===== config.mk =====
export PLATFORM = sky130hd
export DESIGN_NAME = temp_limit_alert_monitor
export DESIGN_NICKNAME = d
export VERILOG_FILES = /design/src/include/tlm_pkg.sv /design/src/core/temp_limit_alert_monitor.sv
export VERILOG_INCLUDE_DIRS = /design/src /design/src/include
export SDC_FILE = /design/constraint.sdc
export NUM_CORES = 1
export LEC_CHECK = 0
export ABC_AREA = 0
export ABC_CLOCK_PERIOD_IN_PS = 5200
export BUFFER_PORTS_ARGS = -buffer_cell sky130_fd_sc_hd__buf_2
export CORE_AREA = 2 2 233 235
export CTS_CLUSTER_DIAMETER = 30
export DETAILED_ROUTE_END_ITERATION = 10
export DIE_AREA = 0 0 235 237
export PLACE_DENSITY_LB_ADDON = 0.1
export SLEW_MARGIN = 20
export SYNTH_ARGS = -nofsm -noshare
export SYNTH_HDL_FRONTEND = slang
export SYNTH_SLANG_ARGS = --single-unit

===== constraint.sdc =====
create_clock -name clk -period 5.2 [get_ports clk]
set_input_delay 0.52 -clock clk [delete_from_list [all_inputs] [get_ports clk]]
set_output_delay 0.52 -clock clk [all_outputs]
set_load 0.02 [all_outputs]

===== src/include/tlm_cfg.svh =====
`ifndef TLM_CFG_SVH
`define TLM_CFG_SVH
`define TLM_NCH 4
`define TLM_CLK_MHZ 200
`define TLM_FAST_PERIOD_US 15625
`define TLM_RATE_MAX 4'ha
`define TLM_RATE_RST 4'h6
`define TLM_A_CFG 8'h00
`define TLM_A_RATE 8'h04
`define TLM_A_ONESHOT 8'h08
`define TLM_A_STATUS 8'h0c
`define TLM_A_CMASK 8'h10
`define TLM_A_HYST 8'h14
`define TLM_A_CONS 8'h18
`define TLM_A_TEMP 8'h20
`define TLM_A_LIM 8'h30
`define TLM_CFG_STBY 0
`define TLM_CFG_CMP 1
`define TLM_CFG_MASK 2
`define TLM_CFG_AVGDIS 3
`define TLM_CONS_ALR_LSB 0
`define TLM_CONS_THM_LSB 4
`define TLM_CFG_RST 8'h00
`define TLM_HIGH_RST 8'h55
`define TLM_LOW_RST 8'h00
`define TLM_THERM_RST 8'h55
`define TLM_HYST_RST 8'h0a
`define TLM_CONS_RST 8'h11
`define TLM_AVG_1X 3'h3
`endif


===== src/include/tlm_pkg.sv =====
package tlm_pkg;
   typedef logic [10:0] temp_t;
   typedef logic [1:0]  chan_t;
   typedef enum logic [1:0] {SEQ_IDLE, SEQ_START, SEQ_WAIT, SEQ_EVAL} seq_state_e;
   typedef struct packed
   {
      logic [7:0] therm;
      logic [7:0] low;
      logic [7:0] high;
   } limits_s;
   typedef struct packed
   {
      chan_t      chan;
      logic [2:0] avg;
      logic       beta;
   } conv_req_s;
   typedef struct packed
   {
      temp_t data;
      logic  fault;
      logic  cpu_diode;
   } conv_rsp_s;
endpackage


===== src/core/temp_limit_alert_monitor.sv =====
// Chosen here: the Avalon-MM interface to the registers and the register addresses.
`timescale 1ns/1ps
`include "tlm_cfg.svh"
module temp_limit_alert_monitor
#(
   parameter int unsigned FAST_PERIOD_CYC = `TLM_FAST_PERIOD_US * `TLM_CLK_MHZ
)
(
   input  wire logic              clk,
   input  wire logic              srst,
   input  wire logic [7:0]        address,
   input  wire logic              read,
   input  wire logic              write,
   input  wire logic [31:0]       writedata,
   input  wire logic [3:0]        byteenable,
   output logic [31:0]            readdata,
   output logic                   waitrequest,
   output logic                   conv_start,
   output tlm_pkg::conv_req_s     conv_req,
   input  wire logic              conv_done,
   input  wire tlm_pkg::conv_rsp_s conv_rsp,
   output logic                   alert_n_out,
   output logic                   alert_n_oe,
   output logic                   therm_n_out,
   output logic                   therm_n_oe
);
   localparam int NCH = `TLM_NCH;

   function automatic logic hit(input logic [7:0] a, input logic [7:0] base);
      return a[7:2] == base[7:2];
   endfunction

   function automatic logic [31:0] wmerge(input logic [31:0] old, input logic [31:0] wd,
                                          input logic [3:0] be);
      logic [31:0] r;
      r = old;
      for (int b = 0; b < 4; b++)
      begin
         if (be[b])
            r[b*8 +: 8] = wd[b*8 +: 8];
      end
      return r;
   endfunction

   function automatic logic [2:0] avg_code(input logic [3:0] r, input logic dis);
      logic [2:0] c;
      c = 3'h0;
      case (r)
         4'h0, 4'h1, 4'h2, 4'h3: c = 3'h7;
         4'h4:    c = 3'h6;
         4'h5:    c = 3'h5;
         4'h6:    c = 3'h4;
         4'h7:    c = 3'h3;
         4'h8:    c = 3'h2;
         4'h9:    c = 3'h1;
         default: c = 3'h0;
      endcase
      if (dis && r <= 4'h7)
         c = `TLM_AVG_1X;
      return c;
   endfunction

   logic [7:0]              cfg_q;
   logic [3:0]              rate_q;
   logic [NCH-1:0]          cmask_q;
   logic [7:0]              hyst_q;
   logic [7:0]              cons_q;
   tlm_pkg::limits_s        lim_q [NCH];
   tlm_pkg::temp_t          temp_q [NCH];
   logic [NCH-1:0]          flt_q;
   logic [NCH-1:0]          cpu_q;
   logic [3:0]              acnt_q [NCH];
   logic [3:0]              tcnt_q [NCH];
   logic [NCH-1:0]          hi_st_q;
   logic [NCH-1:0]          lo_st_q;
   logic [NCH-1:0]          flt_st_q;
   logic [NCH-1:0]          thm_st_q;
   logic [NCH-1:0]          hi_rel_q;
   logic [NCH-1:0]          thm_rel_q;
   logic [NCH-1:0]          aq_w;
   logic [NCH-1:0]          hq_w;
   logic [NCH-1:0]          tq_w;
   logic                    cmp_alert_q;
   logic                    therm_act_q;
   tlm_pkg::seq_state_e     st_q;
   tlm_pkg::chan_t          ch_q;
   logic                    os_pend_q;
   logic                    os_run_q;
   logic [32:0]             tmr_q;
   logic                    tick_q;
   logic [31:0]             rd_d;

   wire stby   = cfg_q[`TLM_CFG_STBY];
   wire cmp    = cfg_q[`TLM_CFG_CMP];
   wire acc    = (read || write) && waitrequest;
   wire wr_en  = write && !waitrequest;
   wire abort  = stby && !os_run_q;
   wire [3:0] rate_eff = (rate_q > `TLM_RATE_MAX) ? `TLM_RATE_MAX : rate_q;
   wire [32:0] period  = 33'(FAST_PERIOD_CYC) << (`TLM_RATE_MAX - rate_eff);
   wire [3:0] alr_need = cons_q[`TLM_CONS_ALR_LSB +: 4];
   wire [3:0] thm_need = cons_q[`TLM_CONS_THM_LSB +: 4];

   // Bus slave: one wait cycle, read data lands on the release edge, write data one edge later.
   always_ff @(posedge clk)
   begin
      if (srst)
         waitrequest <= 1'b1;
      else
         waitrequest <= !acc;
   end

   always_ff @(posedge clk)
   begin
      if (srst)
         readdata <= 32'h0;
      else if (acc && read)
         readdata <= rd_d;
   end

   always_comb
   begin
      rd_d = 32'h0;
      if (hit(address, `TLM_A_CFG))
         rd_d = {24'h0, cfg_q};
      else if (hit(address, `TLM_A_RATE))
         rd_d = {28'h0, rate_q};
      else if (hit(address, `TLM_A_STATUS))
         rd_d = {15'h0, st_q != tlm_pkg::SEQ_IDLE, thm_st_q, flt_st_q, lo_st_q, hi_st_q};
      else if (hit(address, `TLM_A_CMASK))
         rd_d = {28'h0, cmask_q};
      else if (hit(address, `TLM_A_HYST))
         rd_d = {24'h0, hyst_q};
      else if (hit(address, `TLM_A_CONS))
         rd_d = {24'h0, cons_q};
      else if (address[7:4] == `TLM_A_TEMP >> 4)
         rd_d = {16'h0, temp_q[address[3:2]][10:3], temp_q[address[3:2]][2:0], 5'h0};
      else if (address[7:4] == `TLM_A_LIM >> 4)
         rd_d = {8'h0, lim_q[address[3:2]]};
   end

   always_ff @(posedge clk)
   begin
      if (srst)
      begin
         cfg_q   <= `TLM_CFG_RST;
         rate_q  <= `TLM_RATE_RST;
         cmask_q <= '0;
         hyst_q  <= `TLM_HYST_RST;
         cons_q  <= `TLM_CONS_RST;
      end
      else if (wr_en)
      begin
         if (hit(address, `TLM_A_CFG))
            cfg_q <= 8'(wmerge({24'h0, cfg_q}, writedata, byteenable));
         if (hit(address, `TLM_A_RATE))
            rate_q <= 4'(wmerge({28'h0, rate_q}, writedata, byteenable));
         if (hit(address, `TLM_A_CMASK))
            cmask_q <= 4'(wmerge({28'h0, cmask_q}, writedata, byteenable));
         if (hit(address, `TLM_A_HYST))
            hyst_q <= 8'(wmerge({24'h0, hyst_q}, writedata, byteenable));
         if (hit(address, `TLM_A_CONS))
            cons_q <= 8'(wmerge({24'h0, cons_q}, writedata, byteenable));
      end
   end

   // Rate timer runs only while active.
   always_ff @(posedge clk)
   begin
      if (srst || stby)
      begin
         tmr_q  <= '0;
         tick_q <= 1'b0;
      end
      else if (tmr_q >= period - 33'd1)
      begin
         tmr_q  <= '0;
         tick_q <= 1'b1;
      end
      else
      begin
         tmr_q  <= tmr_q + 33'd1;
         tick_q <= 1'b0;
      end
   end

   always_ff @(posedge clk)
   begin
      if (srst)
         os_pend_q <= 1'b0;
      else if (wr_en && hit(address, `TLM_A_ONESHOT) && stby)
         os_pend_q <= 1'b1;
      else if (st_q == tlm_pkg::SEQ_IDLE)
         os_pend_q <= 1'b0;
   end

   always_ff @(posedge clk)
   begin
      if (srst)
      begin
         st_q     <= tlm_pkg::SEQ_IDLE;
         ch_q     <= '0;
         os_run_q <= 1'b0;
      end
      else
      begin
         case (st_q)
            tlm_pkg::SEQ_IDLE:
               if ((!stby && tick_q) || (stby && os_pend_q))
               begin
                  ch_q     <= '0;
                  os_run_q <= stby;
                  st_q     <= tlm_pkg::SEQ_START;
               end
            tlm_pkg::SEQ_START:
               st_q <= abort ? tlm_pkg::SEQ_IDLE : tlm_pkg::SEQ_WAIT;
            tlm_pkg::SEQ_WAIT:
               if (conv_done)
                  st_q <= tlm_pkg::SEQ_EVAL;
            tlm_pkg::SEQ_EVAL:
               if (ch_q == 2'(NCH - 1))
               begin
                  os_run_q <= 1'b0;
                  st_q     <= tlm_pkg::SEQ_IDLE;
               end
               else
               begin
                  ch_q <= ch_q + 2'd1;
                  st_q <= tlm_pkg::SEQ_START;
               end
            default:
               st_q <= tlm_pkg::SEQ_IDLE;
         endcase
      end
   end

   always_ff @(posedge clk)
   begin
      if (srst)
      begin
         conv_start <= 1'b0;
         conv_req   <= '0;
      end
      else
      begin
         conv_start    <= st_q == tlm_pkg::SEQ_START && !abort;
         conv_req.chan <= ch_q;
         conv_req.avg  <= (ch_q == 2'd0) ? avg_code(rate_eff, 1'b1)
                          : avg_code(rate_eff, cfg_q[`TLM_CFG_AVGDIS]);
         conv_req.beta <= cpu_q[ch_q] && ch_q == 2'd1;
      end
   end

   genvar g;
   generate
      for (g = 0; g < NCH; g++)
      begin : gch
         wire        ev   = st_q == tlm_pkg::SEQ_EVAL && ch_q == 2'(g);
         wire [7:0]  t8   = temp_q[g][10:3];
         wire        hi   = t8 >= lim_q[g].high;
         wire        lo   = !flt_q[g] && t8 < lim_q[g].low;
         wire        thm  = t8 >= lim_q[g].therm;
         wire        out  = hi || lo || flt_q[g];
         wire [3:0]  an   = out ? ((acnt_q[g] == 4'hf) ? 4'hf : acnt_q[g] + 4'h1) : 4'h0;
         wire [3:0]  tn   = thm ? ((tcnt_q[g] == 4'hf) ? 4'hf : tcnt_q[g] + 4'h1) : 4'h0;
         wire        clr  = wr_en && hit(address, `TLM_A_STATUS) && byteenable[0];
         assign aq_w[g] = ev && out && an >= alr_need;
         assign hq_w[g] = aq_w[g] && hi;
         assign tq_w[g] = ev && thm && tn >= thm_need;

         always_ff @(posedge clk)
         begin
            if (srst)
            begin
               temp_q[g] <= '0;
               flt_q[g]  <= 1'b0;
               cpu_q[g]  <= 1'b0;
            end
            else if (st_q == tlm_pkg::SEQ_WAIT && conv_done && ch_q == 2'(g))
            begin
               temp_q[g] <= conv_rsp.fault ? 11'h0 : conv_rsp.data;
               flt_q[g]  <= conv_rsp.fault;
               cpu_q[g]  <= conv_rsp.cpu_diode;
            end
         end

         always_ff @(posedge clk)
         begin
            if (srst)
               lim_q[g] <= {`TLM_THERM_RST, `TLM_LOW_RST, `TLM_HIGH_RST};
            else if (wr_en && address == `TLM_A_LIM + 8'(4 * g))
               lim_q[g] <= 24'(wmerge({8'h0, lim_q[g]}, writedata, byteenable));
         end

         always_ff @(posedge clk)
         begin
            if (srst)
            begin
               acnt_q[g]    <= '0;
               tcnt_q[g]    <= '0;
               hi_rel_q[g]  <= 1'b1;
               thm_rel_q[g] <= 1'b1;
            end
            else if (ev)
            begin
               acnt_q[g]    <= an;
               tcnt_q[g]    <= tn;
               hi_rel_q[g]  <= {1'b0, t8} + {1'b0, hyst_q} < {1'b0, lim_q[g].high};
               thm_rel_q[g] <= {1'b0, t8} + {1'b0, hyst_q} < {1'b0, lim_q[g].therm};
            end
         end

         // Hardware set wins over a same-cycle software clear.
         always_ff @(posedge clk)
         begin
            if (srst)
            begin
               hi_st_q[g]  <= 1'b0;
               lo_st_q[g]  <= 1'b0;
               flt_st_q[g] <= 1'b0;
            end
            else
            begin
               if (hq_w[g])
                  hi_st_q[g] <= 1'b1;
               else if (cmp ? !cmp_alert_q : (clr && writedata[g]))
                  hi_st_q[g] <= 1'b0;
               if (aq_w[g] && lo)
                  lo_st_q[g] <= 1'b1;
               else if (clr && writedata[NCH + g])
                  lo_st_q[g] <= 1'b0;
               if (aq_w[g] && flt_q[g])
                  flt_st_q[g] <= 1'b1;
               else if (clr && writedata[2 * NCH + g])
                  flt_st_q[g] <= 1'b0;
            end
         end

         always_ff @(posedge clk)
         begin
            if (srst)
               thm_st_q[g] <= 1'b0;
            else if (tq_w[g])
               thm_st_q[g] <= 1'b1;
            else if (!therm_act_q)
               thm_st_q[g] <= 1'b0;
         end
      end
   endgenerate

   always_ff @(posedge clk)
   begin
      if (srst)
         therm_act_q <= 1'b0;
      else if (|tq_w)
         therm_act_q <= 1'b1;
      else if (&thm_rel_q)
         therm_act_q <= 1'b0;
   end

   always_ff @(posedge clk)
   begin
      if (srst || !cmp)
         cmp_alert_q <= 1'b0;
      else if (|(hq_w & ~cmask_q))
         cmp_alert_q <= 1'b1;
      else if (&(hi_rel_q | cmask_q))
         cmp_alert_q <= 1'b0;
   end

   always_ff @(posedge clk)
   begin
      if (srst)
      begin
         alert_n_oe  <= 1'b0;
         alert_n_out <= 1'b0;
         therm_n_oe  <= 1'b0;
         therm_n_out <= 1'b0;
      end
      else
      begin
         alert_n_oe <= cmp ? cmp_alert_q
                       : !cfg_q[`TLM_CFG_MASK]
                         && |((hi_st_q | lo_st_q | flt_st_q) & ~cmask_q);
         therm_n_oe <= therm_act_q;
      end
   end
endmodule


# Word-level counts from Yosys, hierarchy flattened
# Memories as Yosys holds them, arrays and structs flattened.
# Index checks and enable logic that the tools add are counted.
dict set report classes {
  n_bitwise 22
  eq_ne 34
  magnitude_cmp 32
  muxes 173
  add_sub_neg 16
  shifts 1
  n_reduce_logical 129
}
# operator count
set op_table {}
lappend op_table {{two-way mux 24 bit} 12}
lappend op_table {{two-way mux 8 bit} 36}
lappend op_table {{two-way mux 4 bit} 25}
lappend op_table {{two-way mux 1 bit} 83}
lappend op_table {{< comparator 9 x 8 -> 1 bit} 8}
lappend op_table {{logical AND 1 bit} 71}
lappend op_table {{greater-or-equal comparator 8 bit} 8}
lappend op_table {{two-way mux 11 bit} 5}
lappend op_table {{adder 8 x 8 -> 9 bit} 4}
lappend op_table {{nonzero test 2 bit} 17}
lappend op_table {{adder 33 x 1 -> 33 bit, second input constant} 1}
lappend op_table {{greater-or-equal comparator 33 bit} 1}
lappend op_table {{left shift 22 x 4 -> 33 bit, first input constant} 1}
lappend op_table {{subtractor 33 x 1 -> 33 bit, second input constant} 1}
lappend op_table {{adder 4 x 1 -> 4 bit, second input constant} 8}
lappend op_table {{== test 4 bit, second input constant} 8}
lappend op_table {{== test 8 x 6 -> 1 bit, second input constant} 4}
lappend op_table {{greater-or-equal comparator 4 bit} 8}
lappend op_table {{< comparator 8 bit} 4}
lappend op_table {{AND reduction 3 bit} 7}
lappend op_table {{== test 6 x 3 -> 1 bit, second input constant} 3}
lappend op_table {{OR 1 bit} 16}
lappend op_table {{!= test 2 bit, second input constant} 7}
lappend op_table {{== test 6 x 2 -> 1 bit, second input constant} 2}
lappend op_table {{other kinds (27)} 67}
dict set report word_totals {
  elab_cells 466
  in_bits 62
  romBits 96
  mem_bits_rw 172
  register_bits 148
  memories 6
}
# name words word_bits read_ports rd_ports_with_merged_regs wr line
set memory_table {}
lappend memory_table {lim_q 4 24 5 0 4 temp_limit_alert_monitor.sv:68} ;# tlm_pkg::limits_s lim_q [NCH];
lappend memory_table {{(name not given)} 16 3 1 0 0 temp_limit_alert_monitor.sv:48} ;# case (r)
lappend memory_table {{(name not given)} 16 3 1 0 0 temp_limit_alert_monitor.sv:48}
lappend memory_table {temp_q 4 11 5 0 4 temp_limit_alert_monitor.sv:69} ;# tlm_pkg::temp_t temp_q [NCH];
lappend memory_table {acnt_q 4 4 4 0 4 temp_limit_alert_monitor.sv:72} ;# logic [3:0] acnt_q [NCH];
lappend memory_table {tcnt_q 4 4 4 0 4 temp_limit_alert_monitor.sv:73} ;# logic [3:0] tcnt_q [NCH];

# Logic depth before layout (Yosys ltp)
# Gate-level depths: netlist of the first run.
# An unclocked memory read counts as a cell.
dict set report logic_depth {
  ltp_word 12
  ltp_mapped 23
}

# Worst setup path after synthesis of the first run
# Ideal clock, no wire load.
dict set report synth_path {
  path_kind {reg-to-reg}
  startpoint {register rate_q[2]}
  endpoint {register tmr_q[2]}
  n_path_buf 4
  path_slack_ns 0.623
  arrival_time_ns 4.460
  setup_ns 0.117
  stages_incl_launch_ff 23
  period_less_slack_ns 4.577
  cell_sequence {dfxtp_1 -> buf_2 -> buf_2 -> o21ai_0 -> nand2_1 -> inv_1 -> ha_1 -> ha_1 -> buf_1 -> nor2_1 -> nand2_1 -> ha_1 -> o211ai_1 -> o21ai_1 -> a211oi_1 -> nor3b_1 -> ha_1 -> nand4_1 -> or4_1 -> a311o_1 -> nand4_1 -> buf_2 -> nor2_1}
}
dict set report synth_between {
  elab_chain_len 7
}
# element line
set synth_rtl {}
lappend synth_rtl {{from (decl)} temp_limit_alert_monitor.sv:64} ;# logic [3:0] rate_q;
lappend synth_rtl {{from (signal assigned)} temp_limit_alert_monitor.sv:146} ;# rate_q <= `TLM_RATE_RST;
lappend synth_rtl {{from (signal assigned)} temp_limit_alert_monitor.sv:156} ;# rate_q <= 4'(wmerge({28'h0, rate_q}, writedata, byteenable));
lappend synth_rtl {{greater-than comparator 4 bit (no source line)} n/a}
lappend synth_rtl {{two-way mux 4 bit (*)} temp_limit_alert_monitor.sv:98} ;# wire [3:0] rate_eff = (rate_q > `TLM_RATE_MAX) ? `TLM_RATE_MAX : rate_q;
lappend synth_rtl {{subtractor 4 bit (no source line) (*)} n/a}
lappend synth_rtl {{left shift 22 x 4 -> 33 bit (*)} temp_limit_alert_monitor.sv:99} ;# wire [32:0] period = 33'(FAST_PERIOD_CYC) << (`TLM_RATE_MAX - rate_eff);
lappend synth_rtl {{subtractor 33 x 1 -> 33 bit (*)} temp_limit_alert_monitor.sv:174} ;# else if (tmr_q >= period - 33'd1)
lappend synth_rtl {{greater-or-equal comparator 33 bit (*)} temp_limit_alert_monitor.sv:174}
lappend synth_rtl {{OR reduction 2 bit (no source line) (*)} n/a}
lappend synth_rtl {{to (signal assigned)} temp_limit_alert_monitor.sv:181} ;# tmr_q <= tmr_q + 33'd1;
lappend synth_rtl {{to (decl)} temp_limit_alert_monitor.sv:89} ;# logic [32:0] tmr_q;
# Mark *: on every way between the ends. The rest lies on a longest branch, timed or not.
# A chain may end at the register's enable or synchronous reset.

# Worst setup path after layout of the first run
dict set report layout_path {
  startpoint {register rate_q[3]}
  endpoint {register tmr_q[30]}
}
# The elaborated chain is that of the path after synthesis.

==> results of run 1 <==
[worst min-delay path by stage]
stage / endpoint / slack (ps) / cells after the start
after detailed placement: waitrequest / 440 / 1
after global routing: cpu_q[1] / 140 / 2
final: cpu_q[1] / 150 / 2
after global placement: waitrequest / 430 / 1
after floorplan: tmr_q[0] / 430 / 1
after CTS: cpu_q[1] / 120 / 2
[layout by cell type (no fill, tap or decap), types with 48 or more instances in the layout]
cell type  count
ha_1         263
nor2_1       243
edfxtp_1     172
dfxtp_1      140
inv_1        129
a21oi_1      117
nand2_1      115
clkbuf_16     92
o21ai_0       89
buf_2         84
and2_1        74
nand2b_1      56
mux2i_1       55
nand3_1       51
a21o_1        48
[logic make-up (layout without fill, tap and decap cells)]
| logic type | after synthesis | count (layout) | synth area share, % |
|---|---|---|---|
| flip-flops | 312 | 312 | 37.9 |
| XOR/XNOR | 63 | 63 | 2.63 |
| AO/OA/AOI/OAI | 466 | 466 | 14.7 |
| other | 1 | 11 | 0.0179 |
| AND/OR/NAND/NOR | 734 | 734 | 17.4 |
| multiplexers | 95 | 95 | 6.75 |
| buffers and inverters | 225 | 421 | 4.43 |
| adder cells (fa/ha/maj) | 269 | 269 | 16.2 |
[registers in the layout, indices dropped and copies added, names as in the netlist, 8 cells and up, named ones only]
register and cells:
lim_q 96, temp_q 44, tmr_q 33, readdata 24, acnt_q 16, tcnt_q 16
cfg_q 8, cons_q 8, hyst_q 8
[cell type report]
type / count / area (um2) / share of cell area (%)
Multi-Input combinational cell: 1637 / 12100 / 47.9
Sequential cell: 312 / 7970 / 31.4
Clock buffer: 111 / 2490 / 9.83
Tap cell: 696 / 871 / 3.43
Timing Repair Buffer: 125 / 741 / 2.92
Clock inverter: 55 / 648 / 2.56
Inverter: 130 / 488 / 1.92
Antenna cell: 1 / 2.50 / 0.00987
[where the power goes]
part / switching, mW / internal [mW]
sequential: 0.0709 / 2.66
combinational: 0.395 / 0.225
clock: 1.76 / 3.85
total: 2.22 / 6.74
[critical path, delay by kind of cell, from the launching register on]
family	cells	cell delay [ps]
AOI/OAI and AO/OA	6	1340
xor gates and xnor gates	1	220
adders and majority gates	4	1400
buffers and inverters	3	600
DFF	1	310
and+or+nand+nor	4	860
[stage by stage]
step	setup slack [ps]	hold slack [ps]
CTS	401	115
floorplan	623	426
global placement	510	427
detailed placement	437	443
global route	6.33	142
finish	393	148
[routing by layer]
layer  up-vias  GRT usage (%)  routed length, um
met3       108           5.32               4650
met1      8599           33.7              31800
met4         2           6.90               1510
met2       568           40.1              32200
li1       8206              -                  -
met5         -              0                 10
==> metrics.csv, run 1 <==
metric;value;unit
Starting Density;39.4;%
Worst path most repeated cell;ha_1;
die footprint;55700;um2
synth top area cells;edfxtp_1 (25%), ha_1 (16%), dfxtp_1 (13%);
Critical Path Start;rate_q[3];
Die Width;235;um
# Post-CTS Setup Buffers;0;
synth-to-layout area growth;20.7;%
drt total wl;70200;um
HPWL Detailed;53600;um
Pre-Repair DR Iteration Count;8;
CP max-delay cell;ha_1;
P_leak;10.8;nW
CP max stage delay;470;ps
fin crit share;92.4;%
share of the synthesized area in the top cell type;24.6;%
fillers;4949;
Worst setup SP type;flop;
post-layout util;47.6;%
register bit count reported by yosys;312;
arrival time worst endpoint;5360;ps
r2r endpoint;tmr_q[30];
DP Area;22200;um2
Final Hold Fails;0;
cell area after synthesis;21000;um2
hold_buf cts;0;
worst skew pair latency;640;ps
Yosys top cell by area;edfxtp_1;
Synth top cells by count;ha_1 (264), nor2_1 (243), edfxtp_1 (172), dfxtp_1 (140), inv_1 (129);
Final ANT Viol Nets;0;
Sum Neg Setup Slack;0;ps
slew margin rel.;27.7;%
CP endpoint kind;flop;
CTS Root Cell;clkbuf_16;
routed via count;17500;
Synth async-reset ratio;0;%
Die H;237;um
gpl congestion;0.912;
GRT overflow;0;
crit path to;tmr_q[30];
Hold WC Path Type;input port to flop;
crit path max fanout;28;
status;finished, final reports clean;
largest net degree at the start of global routing;69;
share of layout cells above drive strength 1;14.6;%
Ports;106;
initial antenna violation count;3;
Pwr Total;8.97;mW
number of H-tree levels;3;
Nets;2625;
Slew Limit Fails;0;
Ys Warns;0;
post_cts resized;0;
total CTS buffers;89;
# DRC;0;
register-to-register setup slack;390;ps
EDFF count, synth;172;
Max clock buf depth;3;
post-route insts no fill;3067;
critical path data required time;5750;ps
top-count cell post-synth;ha_1;
minimum clock period;4810;ps
# rows;85;
drt initial violations;1479;
Least-Margin Pin Slew;1080;ps
TritonCTS clock tree;built;
Distinct cells, synth;81;
Seq/Total Area, Yosys;37.9;%
Syn Area/Cell;9.70;um2
FF-to-FF path depth;18;
critical hold path startpoint;conv_rsp[0];
Cells after Synth;2165;
first-pass GRT wire length;105000;um
PD cells;354;nW/um2
peak supply drop;0.315;mV
Finished Cell Area;25400;um2
reg2reg start;rate_q[3];
Main synth FF type;edfxtp_1;
WL/cell;22.9;um
vias in the first global route;17100;
Clock Sinks;312;
endpoints failing setup;0;
PortBufs;86;
cell-by-cell trace of the critical path;buf_4 -> a21o_1 -> ha_1 -> ha_1 -> inv_1 -> maj3_1 -> o221a_2 -> nor3_1 -> o21bai_1 -> xnor2_1 -> ha_1 -> o21a_1 -> o211ai_1 -> nor2_1 -> a221oi_2 -> nand4_1 -> buf_12 -> nor2_1;
RSZ-0062 raised after global routing;false;
max cap viols;0;
Clock transition at path regs;50;ps
critical path type;flop to flop;
Vias/cell;5.70;
placed cells;2900;
final setup skew;36.0;ps
fmax;0.208;GHz
Core ar.;53300;um2
gr usage total;24.9;%
No activity file was read; power rests on OpenSTA's default activity.
==> run 2: changes to the inputs <==
--- a/config.mk
+++ b/config.mk
@@ -14,6 +14,7 @@
 export DETAILED_ROUTE_END_ITERATION = 10
 export DIE_AREA = 0 0 235 237
 export PLACE_DENSITY_LB_ADDON = 0.1
+export RECOVER_POWER = 25
 export SLEW_MARGIN = 20
 export SYNTH_ARGS = -nofsm -noshare
 export SYNTH_HDL_FRONTEND = slang
==> metrics.csv, run 2 (synthesis gave the netlist of run 1 again) <==
metric;value;unit
area of the multi-input gates;12100;um2
critical path type;input port to flop;
Sum Neg Setup Slack;0;ps
Slew Limit Fails;154;
reg2reg start;rate_q[3];
Die H;237;um
violated checks;max-capacitance violations, max-slew violations;
peak supply drop;0.315;mV
Top Registers;lim_q x96, temp_q x44, tmr_q x33;
Critical Path Start;srst;
Biggest register;lim_q;
gr usage total;24.9;%
fillers;4967;
number of H-tree levels;3;
# DRC;0;
# rows;85;
RSZ-0062 raised after global routing;false;
arrival time worst endpoint;5390;ps
critical path data required time;5720;ps
die footprint;55700;um2
routed via count;17500;
worst skew pair latency;640;ps
WL/cell;22.9;um
PortBufs;86;
endpoints failing setup;0;
Hold WC Path Type;input port to flop;
CP endpoint kind;flop;
drt total wl;70300;um
P_leak;10.6;nW
drt initial violations;1357;
initial antenna violation count;3;
PD cells;355;nW/um2
commonest non-fill, non-tap cells in the layout;ha_1 (263), nor2_1 (243), edfxtp_1 (172);
hold_buf cts;0;
post-layout util;47.4;%
register area;7970;um2
crit path max fanout;68;
Worst setup SP type;input port;
TritonCTS clock tree;built;
slew margin rel.;-124;%
Nets;2625;
Largest register FFs;96;
Pre-Repair DR Iteration Count;5;
Final Hold Fails;0;
final setup skew;35.4;ps
minimum clock period;4870;ps
critical hold path startpoint;conv_rsp[0];
gpl congestion;0.912;
max cap viols;5;
Final ANT Viol Nets;0;
status;finished, violations left;
most common cell after layout, fill and taps aside;ha_1;
Ports;106;
Die Width;235;um
fin crit share;93.6;%
share of layout cells above drive strength 1;12.7;%
first-pass GRT wire length;105000;um
vias in the first global route;17100;
Clock transition at path regs;50;ps
Least-Margin Pin Slew;3360;ps
Core ar.;53300;um2
Starting Density;39.4;%
synth-to-layout area growth;20.3;%
fmax;0.206;GHz
total CTS buffers;89;
CTS Root Cell;clkbuf_16;
largest net degree at the start of global routing;69;
Max clock buf depth;3;
Vias/cell;5.71;
register-to-register setup slack;410;ps
Clock Sinks;312;
HPWL Detailed;53600;um
GRT overflow;0;
-- run 2: power breakdown --
part	leakage, nW	internal, mW	switching (mW)
registers	2.80	2.66	0.0711
logic	6.27	0.222	0.395
clock network	1.53	3.85	1.76
-- run 2: metrics by stage --
| stage | instances | cell area [um2] | worst slack [ps] | hold WS (ps) | power [mW] |
|---|---|---|---|---|---|
| 4_1_cts | 3066 | 25400 | 401 | 115 | 9.02 |
| 5_1_grt | 3066 | 25300 | 6.33 | 142 | 9.23 |
| 3_5_place_dp | 2900 | 22200 | 437 | 443 | 3.39 |
| 3_3_place_gp | 2900 | 22200 | 510 | 427 | 3.38 |
| 6_report | 3067 | 25300 | 335 | 148 | 8.96 |
| 2_1_floorplan | 2174 | 21000 | 623 | 426 | 3.14 |
-- run 2: layer usage --
metal	track usage, %	share of wire (%)	up-vias
met2	40.1	46	577
met5	0	0.014	-
met3	5.32	6.5	114
met1	33.7	45	8603
met4	6.90	2.4	2
li1	-	-	8203
-- run 2: critical path, cell delays in order --
cell      delay, ps
clkbuf_1       1260
clkbuf_1       2470
or2_1           650
nor2_1           80
o41ai_1         380
-- run 2: worst paths after layout --
check / end / cells past startpoint
worst max-delay path: hi_rel_q[2] / 5
worst min-delay path: cpu_q[1] / 2
worst max register to register: tmr_q[30] / 18
worst min register to register: waitrequest / 1
-- run 2: layout make-up --
type                       count  area share [%]
multi-input combinational   1637            48.0
sequential                   312            31.5
clock buffer                 111            9.87
tap                          696            3.45
timing repair buffer         125            2.68
clock inverter                55            2.56
inverter                     130            1.93
antenna                        1         0.00990
-- run 2: repair_timing --
action,4_1_cts,5_1_grt
setup endpoints to repair,0,28
setup buffers,0,0
resized for setup,0,1
endpoints found under the hold margin,0,0
==> run 3: changes to the inputs <==
--- a/config.mk
+++ b/config.mk
@@ -13,7 +13,7 @@
 export CTS_CLUSTER_DIAMETER = 30
 export DETAILED_ROUTE_END_ITERATION = 10
 export DIE_AREA = 0 0 235 237
-export PLACE_DENSITY_LB_ADDON = 0.1
+export PLACE_DENSITY = 0.54
 export RECOVER_POWER = 25
 export SLEW_MARGIN = 20
 export SYNTH_ARGS = -nofsm -noshare
==> metrics.csv, run 3 (synthesis gave the netlist of run 1 again) <==
metric;value;unit
CP endpoint kind;flop;
Top Registers;lim_q x96, temp_q x44, tmr_q x33;
Pwr Total;8.38;mW
CP max-delay cell;or4_1;
Vias/cell;5.72;
# Post-CTS Setup Buffers;0;
switching power;1.98;mW
PD cells;337;nW/um2
Slew Limit Fails;171;
clock share of power;60.0;%
register share of total power;32.7;%
Final ANT Viol Nets;0;
routed via count;17400;
cell-by-cell trace of the critical path;o21ai_0 -> nand2_1 -> inv_1 -> ha_1 -> ha_1 -> and2_0 -> nand2_1 -> ha_1 -> o211ai_1 -> o21ai_1 -> a211oi_1 -> nor3b_1 -> ha_1 -> nand4_1 -> or4_1 -> a311o_1 -> nand4_1 -> buf_4 -> nor2_1;
die footprint;55700;um2
PortBufs;86;
fmax;0.210;GHz
Place WS;494;ps
P_leak;10.4;nW
Starting Density;39.4;%
met3 Use GR;3.99;%
logic gate share of total power;7.3;%
reg2reg start;rate_q[1];
largest net degree at the start of global routing;55;
Largest delay share family, worst path;simple AND/OR/NAND/NOR gates;
# rows;85;
critical hold path startpoint;read;
Hold WS;160;ps
Pre-Repair DR Iteration Count;7;
crit path max fanout;33;
Worst path most repeated cell;ha_1;
share of layout cells above drive strength 1;11.6;%
CTS Root Cell;clkbuf_16;
arrival time worst endpoint;5240;ps
worst hold endpoint;waitrequest;
CP max stage delay;440;ps
violated checks;max-capacitance violations, max-slew violations;
endpoints failing setup;0;
Nets;2613;
Ports;106;
critical path data required time;5670;ps
grt peak-use layer;met2;
Die H;237;um
max cap viols;5;
Sum Neg Setup Slack;0;ps
number of H-tree levels;3;
drt initial violations;1457;
Diodes inserted;0;
post_cts resized;0;
worst setup margin;428;ps
worst skew pair latency;600;ps
TritonCTS clock tree;built;
Clock transition at path regs;40;ps
r2r endpoint;tmr_q[2];
Max clock buf depth;3;
met2 GRT Util;37.8;%
Biggest register;lim_q;
gpl congestion;0.906;
drt total wl;68800;um
Largest register FFs;96;
critical path type;flop to flop;
HPWL Detailed;53300;um
most common cell after layout, fill and taps aside;ha_1;
switching share of power;23.6;%
minimum clock period;4770;ps
Die Width;235;um
Int Power;6.40;mW
GRT overflow;0;
Global Route met1 Usage;34.3;%
# DRC;0;
Worst setup SP type;flop;
Clock Sinks;312;
commonest non-fill, non-tap cells in the layout;ha_1 (264), nor2_1 (242), edfxtp_1 (172);
first-pass GRT wire length;104000;um
vias in the first global route;17000;
Least-Margin Pin Slew;2710;ps
Core ar.;53300;um2
slew margin rel.;-80.9;%
hold_buf cts;0;
fillers;4999;
gr usage total;24.3;%
status;finished, violations left;
final setup skew;21.0;ps
Worst Path Buf+Inv;2;
Final Hold Fails;0;
WHS Path Cells;2;
synth-to-layout area growth;18.3;%
fin crit share;91.8;%
RSZ-0062 raised after global routing;false;
WL/cell;22.6;um
peak supply drop;0.289;mV
register-to-register setup slack;430;ps
initial antenna violation count;0;
total CTS buffers;79;
Hold WC Path Type;input port to flop;
FF-to-FF path depth;19;
[run 3: metal layers]
layer	vias to the layer above	wire, um
li1	8180	-
met1	8501	31500
met2	612	30500
met3	104	4900
met4	0	1910
met5	-	0
[run 3: power by group through the flow]
| stage | Clock [mW] | Sequential (mW) | Combinational, mW |
|---|---|---|---|
| after floorplan | 0 | 2.75 | 0.395 |
| after global placement | 0 | 2.77 | 0.599 |
| after detailed placement | 0 | 2.77 | 0.613 |
| after CTS | 5.08 | 2.73 | 0.616 |
| after global routing | 5.23 | 2.74 | 0.676 |
| final | 5.03 | 2.74 | 0.613 |
[run 3: per-stage QoR]
stage | area [um2] | util, % | std cells
CTS | 24900 | 46.8 | 3042
detailed placement | 22200 | 41.6 | 2898
global placement | 22200 | 41.6 | 2898
finish | 24800 | 46.6 | 3042
floorplan | 21000 | - | 2174
global route | 24800 | 46.6 | 3042
[run 3: how the worst max path moves through the flow]
stage                   start   endpoint  depth (start not counted)
global placement    rate_q[1]  tmr_q[19]                         19
detailed placement  rate_q[1]  tmr_q[17]                         18
global route        rate_q[1]  tmr_q[22]                         19
finish              rate_q[1]   tmr_q[2]                         19
floorplan           rate_q[2]   tmr_q[2]                         22
CTS                 rate_q[1]  tmr_q[22]                         18
[run 3: area by class of cell]
cell class	instances	area (um2)	share of cell area (%)
multi-input combinational	1637	12100	48.9
sequential	312	7970	32.1
clock buffer	97	2160	8.69
tap	696	871	3.51
timing repair buffer	123	639	2.57
clock inverter	47	577	2.32
inverter	130	488	1.96
